$ cat config.mk
export PLATFORM = sky130hd
export DESIGN_NAME = bcpr_board_command
export DESIGN_NICKNAME = d
export VERILOG_FILES = /design/src/bcpr_pkg.sv /design/src/bcpr_addr_decode.sv /design/src/bcpr_rst_stretch.sv /design/src/bcpr_board_command.sv
export SDC_FILE = /design/constraint.sdc
export NUM_CORES = 1
export LEC_CHECK = 0
export BUFFER_PORTS_ARGS = -buffer_cell sky130_fd_sc_hd__clkbuf_2
export CORE_UTILIZATION = 46
export CTS_BUF_LIST = sky130_fd_sc_hd__clkbuf_4
export CTS_CLUSTER_DIAMETER = 40
export DETAILED_ROUTE_END_ITERATION = 6
export PLACE_DENSITY_LB_ADDON = 0.3
export REMOVE_ABC_BUFFERS = 1
export SYNTH_ARGS = -nofsm -noshare
export SYNTH_HDL_FRONTEND = slang
export SYNTH_SLANG_ARGS = --single-unit
$ cat constraint.sdc
create_clock -name clk -period 2.34 [get_ports clk]
set_input_delay 0.468 -clock clk [delete_from_list [all_inputs] [get_ports clk]]
set_output_delay 0.468 -clock clk [all_outputs]
set_load 0.02 [all_outputs]
$ cat src/bcpr_pkg.sv
package bcpr_pkg;

    localparam int unsigned APB_AW = 12;
    localparam int unsigned DATA_W = 32;

    // Register byte addresses
    localparam logic [APB_AW-1:0] BOARD_COMMAND_OFS  = 12'h000;
    localparam logic [APB_AW-1:0] POWER_STATUS_OFS   = 12'h004;
    localparam logic [APB_AW-1:0] BOARD_CONFIG_OFS   = 12'h008;
    localparam logic [APB_AW-1:0] IRQ_LINE_RPT_OFS   = 12'h8fc;

    // Command codes
    localparam logic [DATA_W-1:0] BOARD_RESET_COMMAND = 32'h0000_0000;
    localparam logic [DATA_W-1:0] LOW_POWER_COMMAND   = 32'h0000_001e;

    // Reset values
    localparam logic [DATA_W-1:0] BOARD_COMMAND_RST = 32'h0000_0000;
    localparam logic [DATA_W-1:0] BOARD_CONFIG_RST  = 32'h0000_0001;
    localparam logic [DATA_W-1:0] IRQ_LINE_RST      = 32'h0000_0000;

    // Status field positions
    localparam int unsigned STAT_LOW_POWER_BIT = 0;
    localparam int unsigned STAT_MEM_VALID_BIT = 1;
    localparam int unsigned STAT_RST_BUSY_BIT  = 2;

    localparam int unsigned IRQ_LINE_W = 8;

    // Board hardware reset pulse length
    localparam int unsigned CLK_MHZ        = 40;
    localparam int unsigned HW_RST_NS      = 200;
    localparam int unsigned HW_RST_CYCLES  = (HW_RST_NS * CLK_MHZ + 999) / 1000;
    localparam int unsigned HW_RST_CNT_W   = 4;

    typedef enum logic [1:0] {
        BCPR_NORMAL    = 2'b00,
        BCPR_LOW_POWER = 2'b01,
        BCPR_RESETTING = 2'b10
    } bcpr_state_e;

    typedef enum logic [2:0] {
        BCPR_REG_COMMAND = 3'b000,
        BCPR_REG_STATUS  = 3'b001,
        BCPR_REG_CONFIG  = 3'b010,
        BCPR_REG_IRQLINE = 3'b011,
        BCPR_REG_NONE    = 3'b111
    } bcpr_reg_e;

endpackage

$ cat src/bcpr_addr_decode.sv
`timescale 1ns/1ps
module bcpr_addr_decode
    import bcpr_pkg::*;
(
    input  wire logic [APB_AW-1:0] paddr,
    output bcpr_reg_e              regSel,
    output logic                   regWritable
);

    function automatic bcpr_reg_e decodeAddr(input logic [APB_AW-1:0] addr);
        case (addr)
            BOARD_COMMAND_OFS: decodeAddr = BCPR_REG_COMMAND;
            POWER_STATUS_OFS:  decodeAddr = BCPR_REG_STATUS;
            BOARD_CONFIG_OFS:  decodeAddr = BCPR_REG_CONFIG;
            IRQ_LINE_RPT_OFS:  decodeAddr = BCPR_REG_IRQLINE;
            default:           decodeAddr = BCPR_REG_NONE;
        endcase
    endfunction

    always_comb begin
        regSel      = decodeAddr(paddr);
        regWritable = (regSel == BCPR_REG_COMMAND) || (regSel == BCPR_REG_CONFIG);
    end

endmodule // bcpr_addr_decode

$ cat src/bcpr_rst_stretch.sv
`timescale 1ns/1ps
module bcpr_rst_stretch
    import bcpr_pkg::*;
(
    input  wire logic clk,
    input  wire logic sys_rst,
    input  wire logic trigger,
    output logic      busy
);

    logic [HW_RST_CNT_W-1:0] cnt_reg;
    logic [HW_RST_CNT_W-1:0] cnt_next;

    // A new trigger restarts the full pulse length
    always_comb begin
        cnt_next = cnt_reg;
        if (trigger) begin
            cnt_next = HW_RST_CNT_W'(HW_RST_CYCLES);
        end else if (cnt_reg != '0) begin
            cnt_next = cnt_reg - 1'b1;
        end
    end

    always_ff @(posedge clk) begin
        if (sys_rst) begin
            cnt_reg <= '0;
        end else begin
            cnt_reg <= cnt_next;
        end
    end

    assign busy = (cnt_reg != '0);

endmodule // bcpr_rst_stretch

$ cat src/bcpr_board_command.sv
// Operation
// Read/write command register at offset zero
// Code 30 enters low-power mode
// Low power gates clock and acquisition path
// Low-power entry invalidates on-board memory
// Reset command or board start leaves low power
// Code 0 does software and hardware reset
// Reset command restores configuration defaults
// Reset command invalidates on-board memory
// Read-only register reports assigned interrupt line
// Repeated low-power command keeps low power only
`timescale 1ns/1ps
module bcpr_board_command
    import bcpr_pkg::*;
(
    input  wire logic                  clk,
    input  wire logic                  sys_rst,
    input  wire logic                  psel,
    input  wire logic                  penable,
    input  wire logic                  pwrite,
    input  wire logic [APB_AW-1:0]     paddr,
    input  wire logic [DATA_W-1:0]     pwdata,
    output logic      [DATA_W-1:0]     prdata,
    output logic                       pready,
    output logic                       pslverr,
    input  wire logic                  boardStart,
    input  wire logic                  acqDone,
    input  wire logic [IRQ_LINE_W-1:0] irqLineIn,
    output logic                       lowPowerMode,
    output logic                       acqClkEn,
    output logic                       acqPathEn,
    output logic                       memValid,
    output logic                       memReadEn,
    output logic                       swResetPulse,
    output logic                       hwResetOut,
    output logic      [DATA_W-1:0]     boardConfig
);

    bcpr_reg_e regSel;
    logic      regWritable;
    logic      stretchBusy;

    bcpr_addr_decode u_decode (
        .paddr       (paddr),
        .regSel      (regSel),
        .regWritable (regWritable)
    );

    // APB group
    logic [DATA_W-1:0] prdata_reg;
    logic [DATA_W-1:0] prdata_next;
    logic              pready_reg;
    logic              pready_next;
    logic              pslverr_reg;
    logic              pslverr_next;
    logic              wrTake;
    logic              cmdWrite;
    logic              cfgWrite;

    // Power / command group
    bcpr_state_e       state_reg;
    bcpr_state_e       state_next;
    logic [DATA_W-1:0] command_reg;
    logic [DATA_W-1:0] command_next;
    logic [DATA_W-1:0] config_reg;
    logic [DATA_W-1:0] config_next;
    logic              memValid_reg;
    logic              memValid_next;
    logic              swReset_reg;
    logic              swReset_next;
    logic              hwReset_reg;
    logic              hwReset_next;
    logic              lowPower_reg;
    logic              lowPower_next;
    logic              clkEn_reg;
    logic              clkEn_next;
    logic              pathEn_reg;
    logic              pathEn_next;
    logic              memRead_reg;
    logic              memRead_next;
    logic [DATA_W-1:0] irqLine_reg;
    logic [DATA_W-1:0] irqLine_next;
    logic              resetCmd;
    logic              lowPowerCmd;

    function automatic logic [DATA_W-1:0] statusWord(
        input bcpr_state_e st,
        input logic        valid,
        input logic        busy
    );
        logic [DATA_W-1:0] w;
        w                     = '0;
        w[STAT_LOW_POWER_BIT] = (st == BCPR_LOW_POWER);
        w[STAT_MEM_VALID_BIT] = valid;
        w[STAT_RST_BUSY_BIT]  = busy;
        statusWord            = w;
    endfunction

    // A code that differs from a command in any bit is only stored, never acted upon
    function automatic logic cmdMatch(
        input logic              wr,
        input logic [DATA_W-1:0] data,
        input logic [DATA_W-1:0] code
    );
        cmdMatch = wr && (data == code);
    endfunction

    // Acquisition clock, path and memory read-out run only in normal mode
    function automatic logic runsAcq(input bcpr_state_e st);
        runsAcq = (st == BCPR_NORMAL);
    endfunction

    // Access phase lasts two cycles: pready is raised one cycle after penable
    always_comb begin
        pready_next  = psel && penable && !pready_reg;
        prdata_next  = prdata_reg;
        pslverr_next = 1'b0;
        wrTake       = psel && penable && pready_reg && pwrite && !pslverr_reg;
        cmdWrite     = wrTake && (regSel == BCPR_REG_COMMAND);
        cfgWrite     = wrTake && (regSel == BCPR_REG_CONFIG);
        if (pready_next) begin
            // Unmapped addresses and writes to read-only words answer with an error
            pslverr_next = (regSel == BCPR_REG_NONE) || (pwrite && !regWritable);
            if (pwrite) begin
                prdata_next = '0;
            end else begin
                case (regSel)
                    BCPR_REG_COMMAND: prdata_next = command_reg;
                    BCPR_REG_STATUS:  prdata_next = statusWord(state_reg, memValid_reg,
                                                               stretchBusy);
                    BCPR_REG_CONFIG:  prdata_next = config_reg;
                    BCPR_REG_IRQLINE: prdata_next = irqLine_reg;
                    default:          prdata_next = '0;
                endcase
            end
        end
    end

    always_ff @(posedge clk) begin
        if (sys_rst) begin
            prdata_reg  <= '0;
            pready_reg  <= 1'b0;
            pslverr_reg <= 1'b0;
        end else begin
            prdata_reg  <= prdata_next;
            pready_reg  <= pready_next;
            pslverr_reg <= pslverr_next;
        end
    end

    // Hardware reset line is held for a fixed time after the command
    bcpr_rst_stretch u_stretch (
        .clk     (clk),
        .sys_rst (sys_rst),
        .trigger (swReset_next),
        .busy    (stretchBusy)
    );

    // Command decode: only an exact whole-word match is acted upon
    always_comb begin
        resetCmd    = cmdMatch(cmdWrite, pwdata, BOARD_RESET_COMMAND);
        lowPowerCmd = cmdMatch(cmdWrite, pwdata, LOW_POWER_COMMAND);
    end

    // Power state group
    always_comb begin
        state_next    = state_reg;
        memValid_next = memValid_reg;
        swReset_next  = 1'b0;

        // Memory stays invalid from power-up until the first acquisition completes
        // Only a completed acquisition in normal mode makes memory valid
        if (acqDone && runsAcq(state_reg)) begin
            memValid_next = 1'b1;
        end

        case (state_reg)
            BCPR_NORMAL: begin
                if (lowPowerCmd) begin
                    state_next = BCPR_LOW_POWER;
                end
            end
            BCPR_LOW_POWER: begin
                // A second low-power command changes nothing here
                if (lowPowerCmd) begin
                    state_next = BCPR_LOW_POWER;
                end else if (boardStart) begin
                    state_next = BCPR_NORMAL;
                end
            end
            BCPR_RESETTING: begin
                if (lowPowerCmd) begin
                    state_next = BCPR_LOW_POWER;
                end else if (!stretchBusy) begin
                    state_next = BCPR_NORMAL;
                end
            end
            default: begin
                state_next = BCPR_NORMAL;
            end
        endcase

        // Invalidation beats a same-cycle acquisition completion: stale data must not survive
        if (lowPowerCmd) begin
            memValid_next = 1'b0;
        end

        // Reset command has top priority in every state
        if (resetCmd) begin
            state_next    = BCPR_RESETTING;
            swReset_next  = 1'b1;
            memValid_next = 1'b0;
        end
    end

    always_ff @(posedge clk) begin
        if (sys_rst) begin
            state_reg    <= BCPR_NORMAL;
            memValid_reg <= 1'b0;
            swReset_reg  <= 1'b0;
        end else begin
            state_reg    <= state_next;
            memValid_reg <= memValid_next;
            swReset_reg  <= swReset_next;
        end
    end

    // Software-visible register group
    always_comb begin
        command_next = cmdWrite ? pwdata : command_reg;
        config_next  = cfgWrite ? pwdata : config_reg;
        // Codes without an action are still kept so software can read them back
        if (resetCmd) begin
            config_next  = BOARD_CONFIG_RST;
            command_next = BOARD_COMMAND_RST;
        end
    end

    always_ff @(posedge clk) begin
        if (sys_rst) begin
            command_reg <= BOARD_COMMAND_RST;
            config_reg  <= BOARD_CONFIG_RST;
        end else begin
            command_reg <= command_next;
            config_reg  <= config_next;
        end
    end

    // Side outputs follow the next state so every enable changes with the mode
    always_comb begin
        lowPower_next = (state_next == BCPR_LOW_POWER);
        clkEn_next    = runsAcq(state_next);
        pathEn_next   = runsAcq(state_next);
        memRead_next  = memValid_next && runsAcq(state_next);
        // A command during the stretch restarts it, so the line never drops between resets
        hwReset_next  = swReset_next || stretchBusy;
    end

    always_ff @(posedge clk) begin
        if (sys_rst) begin
            hwReset_reg  <= 1'b0;
            lowPower_reg <= 1'b0;
            clkEn_reg    <= 1'b1;
            pathEn_reg   <= 1'b1;
            memRead_reg  <= 1'b0;
        end else begin
            hwReset_reg  <= hwReset_next;
            lowPower_reg <= lowPower_next;
            clkEn_reg    <= clkEn_next;
            pathEn_reg   <= pathEn_next;
            memRead_reg  <= memRead_next;
        end
    end

    // Interrupt line group: sampled every clock, so reads see it one cycle late
    always_comb begin
        irqLine_next = {{(DATA_W-IRQ_LINE_W){1'b0}}, irqLineIn};
    end

    always_ff @(posedge clk) begin
        if (sys_rst) begin
            irqLine_reg <= IRQ_LINE_RST;
        end else begin
            irqLine_reg <= irqLine_next;
        end
    end

    assign prdata       = prdata_reg;
    assign pready       = pready_reg;
    assign pslverr      = pslverr_reg;
    assign lowPowerMode = lowPower_reg;
    assign acqClkEn     = clkEn_reg;
    assign acqPathEn    = pathEn_reg;
    assign memValid     = memValid_reg;
    assign memReadEn    = memRead_reg;
    assign swResetPulse = swReset_reg;
    assign hwResetOut   = hwReset_reg;
    assign boardConfig  = config_reg;

endmodule // bcpr_board_command

# Yosys cells after proc, flatten, opt, wreduce, memory -nomap -nowiden
# Cells that the tools add are included.
[op_classes]
n_addsub = 1
eq_ne = 11
muxes = 16
n_bitwise = 1
reduce_logical = 28
[ops]
columns = ["operator", "count"]
rows = [
  ["one-hot mux 32 bit (4 select lines)", 1],
  ["equality test 32 x 5 -> 1 bit, second input constant", 1],
  ["logical NOT 32 bit", 1],
  ["2-to-1 mux 32 bit", 1],
  ["equality test 12 bit, second input constant", 1],
  ["equality test 12 x 3 -> 1 bit, second input constant", 1],
  ["equality test 12 x 4 -> 1 bit, second input constant", 1],
  ["logical AND 1 bit", 12],
  ["logical NOT 12 bit", 1],
  ["2-to-1 mux 2 bit", 6],
  ["one-hot mux 3 bit (4 select lines)", 1],
  ["2-to-1 mux 4 bit", 2],
  ["equality test 3 x 2 -> 1 bit, second input constant", 2],
  ["one-hot mux 2 bit (3 select lines)", 1],
  ["OR reduction 2 bit", 3],
  ["equality test 2 x 1 -> 1 bit, second input constant", 2],
  ["logical NOT 2 bit", 2],
  ["2-to-1 mux 1 bit", 4],
  ["nonzero test 4 bit", 1],
  ["subtractor 4 x 1 -> 4 bit, second input constant", 1],
  ["equality test 3 x 1 -> 1 bit, second input constant", 1],
  ["equality test 3 bit, second input constant", 1],
  ["logical NOT 1 bit", 3],
  ["logical NOT 3 bit", 1],
  ["4 further kinds", 6],
]
[totals]
regBits = 142
input_bits = 59
wordCells = 73

# Logic depth before layout (Yosys ltp)
[logic_depth]
word_depth = 11
ltp_mapped = 10
depth_no_buf = 7

# Modules after synthesis
# A second synthesis with hierarchy kept.
[hier_totals]
hier_cells = 499
area_unflattened_um2 = 4670.7
[by_module_without_submodules]
columns = ["mod", "instances", "cells_per_inst", "area_per_inst_um2", "seq_area_each_um2"]
rows = [
  ["bcpr_board_command", 1, 465, 4377.9, 2282.2],
  ["bcpr_rst_stretch", 1, 22, 201.4, 80.1],
  ["bcpr_addr_decode", 1, 12, 91.3, 0.0],
]

# Worst setup path after synthesis
# OpenSTA, ideal clock, no wires.
[synth_timing]
path_type = "in2reg"
startpoint = "input port paddr[4]"
endpoint = "register config_reg[16] (netlist: boardConfig[16])"
arrival_ps = 2072
required_time_ps = 2224
path_slack_ps = 152
cell_stages = 9
path_cell_list = "nor4_4 -> nand4_1 -> or4_1 -> buf_2 -> nand2b_2 -> buf_6 -> buf_8 -> buf_8 -> a21oi_1"
[synth_via]
elab_chain_cells = 6
word_cells_on_any_way = 11
[synth_lines]
columns = ["element", "line", "source"]
rows = [
  ["start: declaration", "bcpr_board_command.sv:21", "input wire logic [APB_AW-1:0] paddr,"],
  ["equality test 12 bit (tied with other cells)", "bcpr_addr_decode.sv:11", "case (addr)"],
  ["one-hot mux 3 bit (4 select lines) *", "bcpr_addr_decode.sv:11", ""],
  ["logical NOT 3 bit", "bcpr_board_command.sv:119", "cmdWrite = wrTake && (regSel == BCPR_REG_COMMAND);"],
  ["logical AND 1 bit", "bcpr_board_command.sv:119", ""],
  ["logical AND 1 bit", "bcpr_board_command.sv:105", "cmdMatch = wr && (data == code);"],
  ["OR reduction 2 bit (no source line)", "-", ""],
  ["end signal: assignment", "bcpr_board_command.sv:245", "config_reg <= config_next;"],
  ["end: declaration", "bcpr_board_command.sv:65", "logic [DATA_W-1:0] config_reg;"],
]
# Mark *: on every way between the ends. The rest lies on a longest branch, timed or not.
# A chain may end at the register's enable or synchronous reset.

# Worst setup path in the final report
[layout_timing]
startpoint = "register u_stretch.cnt_reg[0]"
endpoint = "register prdata_reg[2] (netlist: prdata[2])"
[layout_via]
elab_chain_cells = 3
[layout_lines]
columns = ["element", "line", "source"]
rows = [
  ["start: declaration", "bcpr_rst_stretch.sv:11", "logic [HW_RST_CNT_W-1:0] cnt_reg;"],
  ["start signal: assignment", "bcpr_rst_stretch.sv:28", "cnt_reg <= cnt_next;"],
  ["nonzero test 4 bit", "bcpr_rst_stretch.sv:32", "assign busy = (cnt_reg != '0);"],
  ["one-hot mux 32 bit (4 select lines)", "bcpr_board_command.sv:127", "case (regSel)"],
  ["2-to-1 mux 32 bit", "bcpr_board_command.sv:124", "if (pwrite) begin"],
  ["end signal: assignment", "bcpr_board_command.sv:145", "prdata_reg <= prdata_next;"],
  ["end: declaration", "bcpr_board_command.sv:50", "logic [DATA_W-1:0] prdata_reg;"],
]
# Every way passes these cells.

==> flow_metrics.env <==
export IMPL_yosys_top_cells_count="143 x nand2_1, 118 x dfxtp_1, 77 x a21oi_1"
export IMPL_switchingPower_mw=1.07
export IMPL_crit_buf_inv=1
export IMPL_fin_area_sq_mm=0.00593
export IMPL_die_area_sq_mm=0.0107
export IMPL_clkPwrFrac=0.400
export IMPL_path_class="register to register"
export IMPL_antenna_cells=0
export IMPL_max_vdd_ir_drop_mv=0.474
export IMPL_synth_area_leaders="dfxtp_1 50%, nand2_1 11%, a21oi_1 8.2%, a22o_1 5.2%, a22oi_1 4.0%"
export IMPL_async_flop_share=0
export IMPL_routed_wl_mm=13.0
export IMPL_grt_pass1_wl_mm=20.2
export IMPL_cp_depth=7
export IMPL_rsz0062_at_grt="false"
export IMPL_drt_iter0_drc=257
export IMPL_row_count=36
export IMPL_ff2ff_path_depth=7
export IMPL_final_hold_violation_count=0
export IMPL_pwr_share_seq=0.502
export IMPL_ios=132
export IMPL_drc=0
export IMPL_place_area_sq_mm=0.00560
export IMPL_cp_data_arrival_time_ps=2500
export IMPL_die_w_um=103
export IMPL_yosys_cell_types_count=47
export IMPL_multi_input_area_sq_mm=0.00211
export IMPL_start_util=0.478
export IMPL_cp_end_kind="register"
export IMPL_clk_latency_ps=530
export IMPL_timing_fmax_ghz=0.476
export IMPL_r2r_start="u_stretch.cnt_reg[0]"
export IMPL_switching_share=0.258
export IMPL_post_route_period_util=0.898
export IMPL_grt_start_max_net_pins=42
export IMPL_grtUsageTotal=0.251
export IMPL_regArea_sq_mm=0.00236
export IMPL_crit_start="u_stretch.cnt_reg[0]"
export IMPL_cts_tree="built"
export IMPL_crit_path_top_delay_cell="nor3b_1"
export IMPL_critPathCapture="prdata[2]"
export IMPL_fin_crit_ps=2100
export IMPL_p_int_mw=3.08
export IMPL_status="complete, no violations"
export IMPL_synth_most_common_cell="nand2_1"
export IMPL_grt_pass1_vias=4157
export IMPL_ys_ff_latch=118
export IMPL_syn_avg_cell_area_sq_um=8.50
export IMPL_power_density_mw_per_mm2=700
export IMPL_cts_hold_buf=0
export IMPL_clkSlewWorstSetupHoldPaths_ps=110
export IMPL_fin_ws_ps=238
export IMPL_cts_sinks=118
export IMPL_first_pass_iters=5
export IMPL_portBuffers=131
export IMPL_r2r_slack_ps=240
export IMPL_worst_pin_slew_ps=751
export IMPL_synth_edff_count=0
export IMPL_root_buffer="clkbuf_4"
export IMPL_num_nets_final=757
export IMPL_clockBufferDepth=2
export IMPL_syn2layout_area_growth_pct=25.6
export IMPL_cp_start_kind="register"
export IMPL_max_stage_delay_ps=630
export IMPL_die_h_um=103
export IMPL_crit_fanout=4
export IMPL_drive_gt1_frac=0.291
export IMPL_cp_top_family="simple AND/OR/NAND/NOR gates"
export IMPL_post_cts_buffers=0
export IMPL_r2r_end="prdata[2]"
export IMPL_max_slew_margin=0.499
export IMPL_ctsResizeCount=0
export IMPL_layout_cells_non_filler=842
export IMPL_combinationalPowerShare=0.098
export IMPL_vias=4510
export IMPL_core_area_sq_mm=0.00986
export IMPL_ys_seq_area_frac=0.501
export IMPL_gp_congestion=0.831
export IMPL_synthCells=555
export IMPL_drv_cap=0
export IMPL_antenna_found_initial=0
export IMPL_n_fill_cell=902
export IMPL_fin_skew_ps=11.5
export IMPL_grt_overflow=0
export IMPL_crit_chain="inv_1 > ha_1 > nor3b_1 > o2bb2ai_1 > a222oi_1 > nand2b_1 > a21oi_1"
export IMPL_yosys_area_top_type="dfxtp_1"
export IMPL_syn_cell_area_sq_mm=0.00472
export IMPL_dp_worst_setup_slack_ps=-150
export IMPL_cts_buffers=17
export IMPL_cts_htree_levels=4
export IMPL_dp_hpwl_mm=9.02
export IMPL_worstPathRequired_ps=2740
export IMPL_dp_cells=810
export IMPL_ant_nets=0
export IMPL_viasPerCell=5.36
export IMPL_wl_per_cell_um=15.4
export IMPL_report_final_slew_viol_count=0
export IMPL_holdCritPathClass="input pin to register"
export IMPL_synth_top_cell_area_share=0.501
export IMPL_finalSetupViolCount=0
export IMPL_ys_flop_type="dfxtp_1"
export IMPL_ys_warn_count=0
export IMPL_p_leak_nw=2.35
-- area by class of cell --
type,count,share of cell area
sequential,118,0.399
multi-input combinational,390,0.356
timing repair buffer,166,0.159
clock inverter,15,0.0344
tap,133,0.0281
clock buffer,17,0.0215
inverter,3,0.00190
-- worst reg2reg max path, cell delays in order, from the launching register on --
cell       delay, ps
dfxtp_1          330
inv_1            100
ha_1             180
nor3b_1          630
o2bb2ai_1        190
a222oi_1         330
nand2b_1         150
a21oi_1           60
-- metrics by stage --
stage | utilization | TNS (ps) | hold slack (ps) | power, mW
2_1_floorplan | - | -26670 | 432 | 2.33
3_3_place_gp | 0.567 | -4780 | 438 | 2.51
3_5_place_dp | 0.567 | -8370 | 443 | 2.53
4_1_cts | 0.601 | 0 | 123 | 4.17
5_1_grt | 0.601 | 0 | 119 | 4.33
6_report | 0.601 | 0 | 149 | 4.15
-- per-layer routing --
layer / vias to the layer above / GRT usage / part of all wire
li1: 2207 / - / -
met1: 2113 / 0.302 / 0.42
met2: 171 / 0.425 / 0.49
met3: 19 / 0.0746 / 0.068
met4: 0 / 0.0932 / 0.017
met5: - / 0 / 0
-- worst min path at each step --
stage	from	end	slack, ps	cells past startpoint
5_1_grt	irqLineIn[3]	irqLine_reg[3]	120	2
4_1_cts	irqLineIn[6]	irqLine_reg[6]	120	2
6_report	irqLineIn[3]	irqLine_reg[3]	150	2
3_3_place_gp	command_reg[0]	command_reg[0]	440	2
3_5_place_dp	prdata[7]	prdata[7]	440	2
2_1_floorplan	command_reg[0]	command_reg[0]	430	2
-- power groups by stage --
stage,Sequential [mW],Combinational [mW],Clock [mW]
after global routing,2.09,0.456,1.79
after global placement,2.13,0.389,0
after detailed placement,2.13,0.403,0
after CTS,2.08,0.408,1.68
after floorplan,2.14,0.193,0
final,2.08,0.406,1.66
-- layout by cell type (no fill, tap or decap), drive strengths merged, types with 3 or more instances in the layout --
| master | instances |
|---|---|
| clkbuf | 148 |
| nand2 | 143 |
| dfxtp | 118 |
| a21oi | 77 |
| buf | 35 |
| nor2 | 34 |
| a22o | 28 |
| a22oi | 25 |
| nor2b | 14 |
| nor4 | 13 |
| clkinv | 6 |
| nor3 | 5 |
| nand2b | 5 |
| nand4 | 4 |
| and2 | 4 |
| o21ai | 4 |
| bufinv | 4 |
| clkinvlp | 4 |
| inv | 4 |
| or3 | 3 |
| and4 | 3 |
| a222oi | 3 |
-- cell families (layout without fill, tap and decap cells) --
| family | count (synthesis) | count (layout) | synth area share |
|---|---|---|---|
| XOR/XNOR | 2 | 2 | 0.00371 |
| adder cells (fa/ha/maj) | 2 | 2 | 0.00530 |
| AO/OA/AOI/OAI | 147 | 147 | 0.205 |
| flip-flops | 118 | 118 | 0.501 |
| AND/OR/NAND/NOR | 238 | 238 | 0.231 |
| buffers and inverters | 47 | 201 | 0.0522 |
| multiplexers | 1 | 1 | 0.00212 |
Note: power is estimated with default switching activity, not from simulation.
